$ cat src/drv_desc_pkg.sv
// constants, types and command matcher for the driver strength descriptor
package drv_desc_pkg;
   // ----------------------------------------------------------------
   // descriptor field positions
   // ----------------------------------------------------------------
   localparam int DESC_W         = 32;
   localparam int CNT_HI         = 31;
   localparam int CNT_LO         = 30;
   localparam int RSVD_BIT       = 29;
   localparam int ACCESS_BIT     = 28;
   localparam int PLACE_BIT      = 27;
   localparam int POS_HI         = 26;
   localparam int POS_LO         = 24;
   localparam int LADDR_HI       = 23;
   localparam int LADDR_LO       = 16;
   localparam int FLAG_8D_BIT    = 23;
   localparam int FLAG_8S_BIT    = 22;
   localparam int FLAG_4D_BIT    = 21;
   localparam int FLAG_4S_BIT    = 20;
   localparam int DUMMY_HI       = 19;
   localparam int DUMMY_LO       = 16;
   localparam int RD_OP_HI       = 15;
   localparam int RD_OP_LO       = 8;
   localparam int WR_OP_HI       = 7;
   localparam int WR_OP_LO       = 0;
   // ----------------------------------------------------------------
   // values and reset values
   // ----------------------------------------------------------------
   localparam logic [7:0]  OP_NONE      = 8'h00;
   localparam logic [1:0]  CNT_NONE     = 2'h0;
   localparam logic [3:0]  DUMMY_NONE   = 4'h0;
   localparam logic [31:0] DESC_RST     = 32'h0000_0000;
   localparam logic [2:0]  STRENGTH_RST = 3'h0;
   localparam logic [7:0]  RDATA_RST    = 8'h00;
   localparam int          STRENGTH_W   = 3;
   // address width of the command address space
   localparam logic [1:0]  AW_8         = 2'h0;
   localparam logic [1:0]  AW_24        = 2'h1;
   localparam logic [1:0]  AW_32        = 2'h2;
   // ----------------------------------------------------------------
   // lane modes of an incoming command
   // ----------------------------------------------------------------
   typedef enum logic [2:0]
   {
      LANE_1S1S1S,
      LANE_4S4S4S,
      LANE_4S4D4D,
      LANE_8S8S8S,
      LANE_8D8D8D,
      LANE_OTHER
   } lane_mode_t;
endpackage : drv_desc_pkg

`timescale 1ns/10ps
module desc_cmd_match
(
   // published descriptor
   input  wire logic [31:0] desc,
   // incoming command
   input  wire logic [7:0]  cmd_opcode,
   input  wire logic [31:0] cmd_addr,
   input  wire logic [2:0]  cmd_lane_mode,
   input  wire logic [3:0]  cmd_dummy,
   // match results
   output logic             hit_rd,
   output logic             hit_wr
);
   logic       addr_ok;
   logic       dummy_ok;
   logic       ctl_ok;
   logic [7:0] addr_byte;
   logic [3:0] dsc_dummy;

   // ----------------------------------------------------------------
   // address and dummy checks
   // ----------------------------------------------------------------
   always_comb
   begin
      addr_byte = desc[drv_desc_pkg::PLACE_BIT] ? cmd_addr[15:8] : cmd_addr[7:0];
      addr_ok   = !desc[drv_desc_pkg::ACCESS_BIT] ||
                  (addr_byte == desc[drv_desc_pkg::LADDR_HI:drv_desc_pkg::LADDR_LO]);
      dsc_dummy = desc[drv_desc_pkg::DUMMY_HI:drv_desc_pkg::DUMMY_LO];
      dummy_ok  = 1'b1;
      if (!desc[drv_desc_pkg::ACCESS_BIT])
      begin
         unique case (drv_desc_pkg::lane_mode_t'(cmd_lane_mode))
            drv_desc_pkg::LANE_1S1S1S:
               dummy_ok = (cmd_dummy == drv_desc_pkg::DUMMY_NONE);
            drv_desc_pkg::LANE_4S4S4S:
               dummy_ok = !desc[drv_desc_pkg::FLAG_4S_BIT] || (cmd_dummy == dsc_dummy);
            drv_desc_pkg::LANE_4S4D4D:
               dummy_ok = !desc[drv_desc_pkg::FLAG_4D_BIT] || (cmd_dummy == dsc_dummy);
            drv_desc_pkg::LANE_8S8S8S:
               dummy_ok = !desc[drv_desc_pkg::FLAG_8S_BIT] || (cmd_dummy == dsc_dummy);
            drv_desc_pkg::LANE_8D8D8D:
               dummy_ok = !desc[drv_desc_pkg::FLAG_8D_BIT] || (cmd_dummy == dsc_dummy);
            default:
               dummy_ok = 1'b1; // LANE_OTHER and unlisted mode codes stay accepted
         endcase
      end
      ctl_ok = (desc[drv_desc_pkg::CNT_HI:drv_desc_pkg::CNT_LO] != drv_desc_pkg::CNT_NONE);
      hit_rd = ctl_ok && addr_ok && dummy_ok &&
               (desc[drv_desc_pkg::RD_OP_HI:drv_desc_pkg::RD_OP_LO] != drv_desc_pkg::OP_NONE) &&
               (cmd_opcode == desc[drv_desc_pkg::RD_OP_HI:drv_desc_pkg::RD_OP_LO]);
      hit_wr = ctl_ok && addr_ok && dummy_ok &&
               (desc[drv_desc_pkg::WR_OP_HI:drv_desc_pkg::WR_OP_LO] != drv_desc_pkg::OP_NONE) &&
               (cmd_opcode == desc[drv_desc_pkg::WR_OP_HI:drv_desc_pkg::WR_OP_LO]);
   end
endmodule : desc_cmd_match

$ cat src/drv_strength_desc.sv
// driver strength descriptor word and volatile strength control bits
`timescale 1ns/10ps
module drv_strength_desc
(
   // clock and reset
   input  wire logic        clk_sys,
   input  wire logic        sys_rst,
   // descriptor configuration
   input  wire logic        cfg_load,
   input  wire logic [1:0]  cfg_bit_count,
   input  wire logic        cfg_addressed,
   input  wire logic        cfg_addr_byte1,
   input  wire logic [1:0]  cfg_addr_width,
   input  wire logic [2:0]  cfg_lsb_pos,
   input  wire logic [7:0]  cfg_local_addr,
   input  wire logic [3:0]  cfg_mode_flags,
   input  wire logic [3:0]  cfg_dummy,
   input  wire logic [7:0]  cfg_rd_opcode,
   input  wire logic [7:0]  cfg_wr_opcode,
   output logic             cfg_error,
   // descriptor read port
   input  wire logic        desc_rd_req,
   output logic             desc_rd_ack,
   output logic [31:0]      desc_rd_data,
   // strength command port
   input  wire logic        cmd_valid,
   input  wire logic [7:0]  cmd_opcode,
   input  wire logic [31:0] cmd_addr,
   input  wire logic [2:0]  cmd_lane_mode,
   input  wire logic [3:0]  cmd_dummy,
   input  wire logic [7:0]  cmd_wdata,
   output logic             cmd_ack,
   output logic             cmd_hit_rd,
   output logic             cmd_hit_wr,
   output logic [7:0]       cmd_rdata,
   // strength control bits
   output logic [2:0]       strength
);
   // ----------------------------------------------------------------
   // state
   // ----------------------------------------------------------------
   typedef struct packed
   {
      logic [31:0] desc;
      logic        cfg_err;
      logic        rd_ack;
      logic [31:0] rd_data;
      logic        ack;
      logic        hit_rd;
      logic        hit_wr;
      logic [7:0]  rdata;
      logic [2:0]  strength;
   } state_t;

   state_t state_q;
   state_t state_d;
   logic   match_rd;
   logic   match_wr;

   // ----------------------------------------------------------------
   // functions
   // ----------------------------------------------------------------
   // mask of the live control bits for a bit count
   function automatic logic [2:0] cnt_mask(input logic [1:0] cnt);
      logic [2:0] m;
      m = 3'h0;
      unique case (cnt)
         2'h0: m = 3'h0;
         2'h1: m = 3'h1;
         2'h2: m = 3'h3;
         2'h3: m = 3'h7;
      endcase
      return m;
   endfunction : cnt_mask

   // true when byte 1 placement meets 8-bit addressing
   function automatic logic bad_place(input logic byte1, input logic [1:0] aw);
      return byte1 && (aw == drv_desc_pkg::AW_8);
   endfunction : bad_place

   // true for an address width code that has no meaning
   function automatic logic bad_width(input logic [1:0] aw);
      return (aw != drv_desc_pkg::AW_8) && (aw != drv_desc_pkg::AW_24) &&
             (aw != drv_desc_pkg::AW_32);
   endfunction : bad_width

   // assemble the descriptor word from configuration
   function automatic logic [31:0] build_desc
   (
      input logic [1:0] cnt,
      input logic       addressed,
      input logic       byte1,
      input logic [1:0] aw,
      input logic [2:0] pos,
      input logic [7:0] laddr,
      input logic [3:0] flags,
      input logic [3:0] dummy,
      input logic [7:0] rd_op,
      input logic [7:0] wr_op
   );
      logic [31:0] w;
      w = drv_desc_pkg::DESC_RST;
      w[drv_desc_pkg::CNT_HI:drv_desc_pkg::CNT_LO] = cnt;
      w[drv_desc_pkg::RSVD_BIT] = 1'b0;
      w[drv_desc_pkg::ACCESS_BIT] = addressed;
      w[drv_desc_pkg::PLACE_BIT] = byte1 && !bad_place(byte1, aw);
      w[drv_desc_pkg::POS_HI:drv_desc_pkg::POS_LO] = pos;
      if (addressed)
      begin
         w[drv_desc_pkg::LADDR_HI:drv_desc_pkg::LADDR_LO] = laddr;
      end
      else
      begin
         w[drv_desc_pkg::FLAG_8D_BIT] = flags[3];
         w[drv_desc_pkg::FLAG_8S_BIT] = flags[2];
         w[drv_desc_pkg::FLAG_4D_BIT] = flags[1];
         w[drv_desc_pkg::FLAG_4S_BIT] = flags[0];
         w[drv_desc_pkg::DUMMY_HI:drv_desc_pkg::DUMMY_LO] = dummy;
      end
      w[drv_desc_pkg::RD_OP_HI:drv_desc_pkg::RD_OP_LO] = rd_op;
      w[drv_desc_pkg::WR_OP_HI:drv_desc_pkg::WR_OP_LO] = wr_op;
      return w;
   endfunction : build_desc

   // control bit count field of a descriptor
   function automatic logic [1:0] desc_count(input logic [31:0] w);
      return w[drv_desc_pkg::CNT_HI:drv_desc_pkg::CNT_LO];
   endfunction : desc_count

   // least control bit position field of a descriptor
   function automatic logic [2:0] desc_pos(input logic [31:0] w);
      return w[drv_desc_pkg::POS_HI:drv_desc_pkg::POS_LO];
   endfunction : desc_pos

   // live control bits placed at their position in the register byte
   function automatic logic [7:0] strength_out
   (
      input logic [2:0] value,
      input logic [2:0] mask,
      input logic [2:0] pos
   );
      logic [7:0] b;
      b = {5'h00, value & mask};
      b = b << pos;
      return b;
   endfunction : strength_out

   // live control bits taken from their position in a written byte
   function automatic logic [2:0] strength_in
   (
      input logic [7:0] wbyte,
      input logic [2:0] mask,
      input logic [2:0] pos
   );
      logic [7:0] b;
      b = wbyte >> pos;
      return b[2:0] & mask;
   endfunction : strength_in

   // true when a configuration cannot be published as asked
   function automatic logic cfg_fault(input logic byte1, input logic [1:0] aw);
      return bad_place(byte1, aw) || bad_width(aw);
   endfunction : cfg_fault

   // ----------------------------------------------------------------
   // command matching
   // ----------------------------------------------------------------
   desc_cmd_match i_desc_cmd_match
   (
      .desc          (state_q.desc),
      .cmd_opcode    (cmd_opcode),
      .cmd_addr      (cmd_addr),
      .cmd_lane_mode (cmd_lane_mode),
      .cmd_dummy     (cmd_dummy),
      .hit_rd        (match_rd),
      .hit_wr        (match_wr)
   );

   // ----------------------------------------------------------------
   // next state
   // ----------------------------------------------------------------
   always_comb
   begin
      logic [2:0]  mask;
      logic [2:0]  pos;
      mask    = cnt_mask(desc_count(state_q.desc));
      pos     = desc_pos(state_q.desc);
      state_d = state_q;
      // configuration capture
      if (cfg_load)
      begin
         state_d.desc    = build_desc(cfg_bit_count, cfg_addressed, cfg_addr_byte1,
                                      cfg_addr_width, cfg_lsb_pos, cfg_local_addr,
                                      cfg_mode_flags, cfg_dummy, cfg_rd_opcode,
                                      cfg_wr_opcode);
         state_d.cfg_err = cfg_fault(cfg_addr_byte1, cfg_addr_width);
      end
      // descriptor read answer
      state_d.rd_ack  = desc_rd_req;
      if (desc_rd_req)
      begin
         state_d.rd_data = state_q.desc;
      end
      // strength command answer
      state_d.ack    = cmd_valid;
      state_d.hit_rd = cmd_valid && match_rd;
      state_d.hit_wr = cmd_valid && match_wr;
      if (cmd_valid && match_rd)
      begin
         state_d.rdata = strength_out(state_q.strength, mask, pos);
      end
      if (cmd_valid && match_wr)
      begin
         state_d.strength = strength_in(cmd_wdata, mask, pos);
      end
   end

   // ----------------------------------------------------------------
   // registers
   // ----------------------------------------------------------------
   always_ff @(posedge clk_sys)
   begin
      if (sys_rst)
      begin
         state_q.desc     <= drv_desc_pkg::DESC_RST;
         state_q.cfg_err  <= 1'b0;
         state_q.rd_ack   <= 1'b0;
         state_q.rd_data  <= drv_desc_pkg::DESC_RST;
         state_q.ack      <= 1'b0;
         state_q.hit_rd   <= 1'b0;
         state_q.hit_wr   <= 1'b0;
         state_q.rdata    <= drv_desc_pkg::RDATA_RST;
         state_q.strength <= drv_desc_pkg::STRENGTH_RST;
      end
      else
      begin
         state_q <= state_d;
      end
   end

   // ----------------------------------------------------------------
   // outputs
   // ----------------------------------------------------------------
   assign cfg_error    = state_q.cfg_err;
   assign desc_rd_ack  = state_q.rd_ack;
   assign desc_rd_data = state_q.rd_data;
   assign cmd_ack      = state_q.ack;
   assign cmd_hit_rd   = state_q.hit_rd;
   assign cmd_hit_wr   = state_q.hit_wr;
   assign cmd_rdata    = state_q.rdata;
   assign strength     = state_q.strength;
endmodule : drv_strength_desc

$ cat config.mk
export PLATFORM = sky130hd
export DESIGN_NAME = drv_strength_desc
export DESIGN_NICKNAME = d
export VERILOG_FILES = /design/src/drv_desc_pkg.sv /design/src/drv_strength_desc.sv
export SDC_FILE = /design/constraint.sdc
export NUM_CORES = 1
export LEC_CHECK = 0
export ABC_AREA = 0
export BUFFER_PORTS_ARGS = -buffer_cell sky130_fd_sc_hd__buf_2
export CORE_UTILIZATION = 25
export CTS_BUF_LIST = sky130_fd_sc_hd__clkbuf_16
export DETAILED_ROUTE_END_ITERATION = 6
export GPL_TIMING_DRIVEN = 0
export HOLD_SLACK_MARGIN = 0.05
export REMOVE_ABC_BUFFERS = 1
export SYNTH_ARGS = -nofsm -noshare
export SYNTH_HDL_FRONTEND = slang
export SYNTH_HIERARCHICAL = 1
export SYNTH_SLANG_ARGS = --single-unit
$ cat constraint.sdc
create_clock -name clk_sys -period 2.6 [get_ports clk_sys]
set_clock_uncertainty 0.15 [all_clocks]
set_input_delay 0.39 -clock clk_sys [delete_from_list [all_inputs] [get_ports clk_sys]]
set_output_delay 0.39 -clock clk_sys [all_outputs]
set_load 0.01 [all_outputs]
==> results of run 1 <==
## per-layer routing
| layer | wire length (µm) | vias to the layer above | track usage | part of all wire |
|---|---|---|---|---|
| met5 | 0 | - | 0 | 0 |
| met4 | 130 | 0 | 0.0415 | 0.013 |
| met3 | 530 | 9 | 0.0401 | 0.054 |
| met2 | 4560 | 84 | 0.207 | 0.46 |
| met1 | 4650 | 1412 | 0.152 | 0.47 |
| li1 | - | 1620 | - | - |
## repair_timing
action	in CTS	in global routing
setup endpoints to repair	11	11
setup buffers	1	8
resized for setup	6	12
pin swaps	1	7
## power groups by stage
| stage | sequential [µW] | clock (µW) | combinational (µW) |
|---|---|---|---|
| floorplan | 1330 | 0 | 173 |
| global placement | 1340 | 0 | 352 |
| detailed placement | 1340 | 0 | 355 |
| global route | 1320 | 1200 | 405 |
| CTS | 1310 | 1150 | 360 |
| finish | 1310 | 1100 | 364 |
## critical path, cell delays in order (launching register included)
cell and delay [ps]:
dfxtp_4 400, buf_6 150, mux2i_2 220, xnor2_1 100
nor4_2 260, a21boi_2 170, nor3_4 310, nand2_4 120
or3_1 330, o21ai_0 150
## worst paths after layout
check / end / slack (ps) / depth (start not counted) / startpoint
worst max-delay path: cmd_rdata[7] / 160 / 9 / state_q[75]
worst max register to register: cmd_rdata[7] / 160 / 9 / state_q[75]
worst min-delay path: state_q[48] / 140 / 3 / cfg_wr_opcode[0]
worst min register to register: desc_rd_data[31] / 330 / 2 / desc_rd_data[31]
## sequential cells by signal (all words and copies together) (netlist names)
name          cells
cmd_hit_rd        1
desc_rd_ack       1
strength          3
desc_rd_data     31
cfg_error         1
state_q          31
cmd_ack           1
cmd_hit_wr        1
cmd_rdata         8
## placed cells by master (no fill, tap or decap), types with 2 or more instances in the layout
cell,instances
dfxtp_1,75
inv_1,7
nor4_1,5
xnor2_1,15
nor2b_1,4
a31oi_1,2
a211oi_1,11
a32o_1,2
nand3b_1,9
nor2_1,75
buf_4,9
mux2i_2,2
o21ai_0,8
nand3_1,4
nand2_1,9
a22oi_1,2
nand2b_1,2
clkbuf_16,9
xor2_1,11
o211ai_1,3
dfxtp_2,2
buf_2,130
a21oi_1,13
clkinv_2,2
mux2i_1,75
nor3_1,9
nor4_2,2
## cell families after synthesis
kind of cell    Yosys count
compound gates           49
other cells               1
simple gates            127
buf+inv                  74
xor+xnor                 26
mux                      78
flops                    78
## metrics by stage
step           hold WS, ps  power, µW
2_1_floorplan          309       1500
3_3_place_gp           320       1690
3_5_place_dp           323       1690
4_1_cts                126       2830
5_1_grt                134       2920
6_report               142       2770
## final cells by class
cell class	count	share of cell area
clock inverters	6	0.00519
inverters	3	0.00234
clock buffers	9	0.0467
multi-input cells	281	0.415
repair buffers	140	0.151
flip-flops and latches	78	0.325
well taps	211	0.0547
==> run_results.csv, run 1 <==
group,metric,value,unit
power,p_leak,0.00218,µW
sta,slew_viol_final,0,
layout,nets,614,
power,p_sw_frac,0.260,
grt,grt_util_all_layers,0.125,
worst_setup_path,crit_arrival,2550,ps
power,powerDensity,575,mW/mm²
clocking,root_buffer,"clkbuf_16",
synth,synthArstFlopShare,0,
floorplanning,initial_utilization,0.259,
routing,routed_wirelength,9870,µm
grt,grt_pass1_wl,15500,µm
sta,worstMarginPinSlew,1070,ps
worst_setup_path,criticalPathCategory,"register to register",
sta,hold_violations,0,
worst_setup_path,crit_required,2710,ps
routing,dr.pass1.iters,4,
grt,antenna_found_initial,0,
clocking,clock-sinks,78,
grt,grt_max_degree,80,
clocking,hold_buffers,0,
synth,yosysMostFrequentCell,"dfxtp_1",
synth,synthCells,433,
layout,syn_to_final_growth,21.3,%
power,combinationalPowerShare,0.131,
floorplanning,die_w,128,µm
layout,regArea,0.00157,mm²
sta,slew-limit-headroom,0.288,
flow_run,drv_cap,0,
floorplanning,top_level_ports,149,
synth,synthAdderAreaFrac,0,
synth,ys_seq_area_frac,0.393,
place,placedInstanceArea,0.00444,mm²
floorplanning,core_area,0.0154,mm²
floorplanning,die_h,128,µm
place,io_buffers,131,
status,run_status,"completed",
place,dp_cells,704,
sta,layout_setup_ws,160,ps
power,p_sw,721,µW
routing,wire_per_inst,13.6,µm
place,globalplace.congestion,0.769,
layout,drive_above_1_share,0.321,
routing,drc,0,
synth,synthSimpleGateAreaFrac,0.150,
clocking,htreeDepth,3,
grt,overflow,0,
clocking,cts_buffers,9,
clocking,clk_pin_slew,60,ps
power,vdd_drop_max,0.257,mV
worst_setup_path,crit_path_end_kind,"register",
worst_setup_path,crit_path_start_kind,"register",
sta,final-setup-viol-count,0,
layout,n_antenna_cell,0,
floorplanning,rows,45,
layout,fillCellCount,1631,
synth,synth_area_leaders,"dfxtp_1 (39%), mux2i_1 (19%), buf_4 (8.1%)",
power,p_int,2050,µW
power,pwr-share-seq,0.472,
grt,grt_pass1_vias,2987,
sta,finalCritPeriodShare,0.939,
power,clkPwrFrac,0.396,
routing,vias_per_cell,4.29,
sta,period_minus_slack,2440,ps
layout,fin_cells,728,
synth,synth_xor_area_frac,0.0573,
synth,synth-edff-count,0,
layout,multiInputGateArea,0.00200,mm²
layout,postLayoutCellArea,0.00482,mm²
layout,final_util,0.314,
synth,synth_compound_gate_area_share,0.0818,
routing,final_antenna_net_count,0,
synth,synth_mux_area_frac,0.200,
synth,synth_top_family_by_area,"multiplexers",
worst_setup_path,cp_max_fo,9,
clocking,cts_tree,"built",
sta,fmax,410,MHz
floorplanning,die_area,0.0164,mm²
synth,synth_common_cells,"dfxtp_1 (78), mux2i_1 (77), nor2_1 (75)",
clocking,clock_latency,330,ps
routing,vias,3125,
synth,yosysWarnings,6,
synth,ys_ff_latch,78,
synth,yosys.area.top_type,"dfxtp_1",
synth,synth_top_flop_cell,"dfxtp_1",
synth,yosysTopAreaCellShare,0.393,
sta,fin_setup_tns,0,ps
min_path,hold_class,"primary input to register",
place,pre_cts_ws,-706,ps
synth,netlist_area,0.00398,mm²
synth,synthDistinctLibCells,39,
synth,syn_avg_cell_area,9.18,µm²
place,hpwl,6940,µm
routing,first_iter_violations,105,
clocking,clockBufferDepth,2,
(Power assumes the default switching activity.)
==> inputs of run 2 (changes only) <==
Settings changed: PLACE_DENSITY_LB_ADDON set to 0.25.
==> run_results.csv, run 2 (same netlist as run 1, synthesis figures left out) <==
group,metric,value,unit
status,run_status,"completed",
place,pre_cts_ws,-688,ps
clocking,clockBufferDepth,2,
worst_setup_path,cp_max_fo,7,
power,p_total,2800,µW
min_path,worstHoldStart,"cfg_lsb_pos[0]",
layout,nets,612,
layout,mostFrequentLayoutCells,"buf_2 (130), dfxtp_1 (77), mux2i_1 (75), nor2_1 (75), xnor2_1 (14)",
grt,grt_util_all_layers,0.123,
layout,regArea,0.00157,mm²
floorplanning,initial_utilization,0.259,
worst_setup_path,crit_arrival,2600,ps
routing,vias_per_cell,4.41,
clocking,clk_pin_slew,60,ps
floorplanning,rows,45,
sta,whs,142,ps
sta,slew-limit-headroom,0.309,
clocking,cts_buffers,9,
grt,overflow,0,
routing,drc,0,
worst_setup_path,ff2ff_setup_slack,110,ps
grt,grt_pass1_vias,3114,
power,p_leak,0.00218,µW
worst_setup_path,crit_path_end_kind,"register",
routing,vias,3202,
worst_setup_path,cp-startpoint,"state_q[75]",
place,globalplace.congestion,0.771,
clocking,root_buffer,"clkbuf_16",
sta,layout_setup_ws,109,ps
grt,grt_max_degree,80,
power,clkPwrFrac,0.399,
sta,hold_violations,0,
layout,n_antenna_cell,0,
sta,final-setup-viol-count,0,
layout,fillCellCount,1636,
clocking,htreeDepth,3,
grt,grt_pass1_wl,15400,µm
sta,slew_viol_final,0,
power,p_int,2060,µW
sta,period_minus_slack,2490,ps
worst_setup_path,crit_path_start_kind,"register",
min_path,holdPathStages,3,
power,powerDensity,576,mW/mm²
routing,routed_wirelength,9950,µm
worst_setup_path,r2r_end,"cmd_rdata[7]",
flow_run,drv_cap,0,
worst_setup_path,r2r_start,"state_q[75]",
sta,finalCritPeriodShare,0.958,
power,p_sw,735,µW
routing,final_antenna_net_count,0,
worst_setup_path,crit_required,2710,ps
floorplanning,die_area,0.0164,mm²
grt,antenna_found_initial,1,
min_path,hold_class,"primary input to register",
routing,dr.pass1.iters,4,
sta,worstMarginPinSlew,1040,ps
layout,final_common_cell,"buf_2",
layout,syn_to_final_growth,22.2,%
layout,multiInputGateArea,0.00204,mm²
clocking,cts_tree,"built",
clocking,clock-sinks,78,
floorplanning,die_w,128,µm
power,pwr-share-seq,0.468,
layout,final_util,0.316,
sta,fmax,401,MHz
power,p_sw_frac,0.263,
power,vdd_drop_max,0.282,mV
worst_setup_path,ff2ff_path_depth,10,
place,io_buffers,131,
power,combinationalPowerShare,0.133,
worst_setup_path,criticalPathCategory,"register to register",
floorplanning,top_level_ports,149,
clocking,clock_latency,340,ps
floorplanning,die_h,128,µm
layout,drive_above_1_share,0.332,
sta,grt_setup_unrepaired,"yes",
routing,wire_per_inst,13.7,µm
min_path,holdPathEnd,"state_q[72]",
routing,first_iter_violations,94,
floorplanning,core_area,0.0154,mm²
place,hpwl,7110,µm
[run 2: cell count changes in the layout (fill, tap and decap cells not counted), sizes merged]
cell / previous run / this run
clkinvlp: 0 / 1
clkinv: 2 / 5
inv: 7 / 3
buf: 140 / 138
[run 2: cell type report]
type / instances / area share
clock inverter: 6 / 0.00618
inverter: 3 / 0.00232
sequential: 78 / 0.322
clock buffer: 9 / 0.0464
multi-input combinational: 281 / 0.420
timing repair buffer: 138 / 0.149
tap: 211 / 0.0544
[run 2: worst max path at each step]
| stage | end | cells past startpoint |
|---|---|---|
| 5_1_grt | cmd_rdata[7] | 10 |
| 6_report | cmd_rdata[7] | 10 |
| 3_5_place_dp | cmd_rdata[2] | 8 |
| 4_1_cts | cmd_rdata[0] | 9 |
| 3_3_place_gp | cmd_rdata[7] | 8 |
| 2_1_floorplan | cmd_rdata[7] | 8 |
[run 2: worst max-delay path: stages, from the launching register on]
cell	delay (ps)
dfxtp_4	350
buf_6	110
buf_6	90
mux2i_2	210
xnor2_1	110
nor4_2	310
a21boi_2	160
nor3_4	330
nand2_4	120
or3_4	350
o21ai_2	120
[run 2: timing repair]
action	CTS	global route
pin swaps	1	9
setup endpoints to repair	11	11
buffers inserted	0	7
endpoints found under the hold margin	0	0
hold buffers	0	0
gates resized for setup	6	24
[run 2: per-stage QoR]
stage	TNS [ps]	area [µm²]	cells
after detailed placement	-5580	4440	704
after global placement	-4950	4440	704
final	0	4860	726
after global routing	-250	4860	726
after CTS	0	4720	719
after floorplan	0	3520	362
[run 2: per-layer routing]
metal	global-route usage	share of wire
met3	0.0438	0.066
met4	0.0394	0.012
met1	0.150	0.46
met2	0.200	0.46
met5	0	0
[run 2: power groups by stage]
stage	clock, µW	combinational [µW]	sequential (µW)
after global placement	0	349	1340
after CTS	1160	360	1310
after global routing	1210	414	1320
final	1120	372	1310
after detailed placement	0	355	1340
after floorplan	0	173	1330
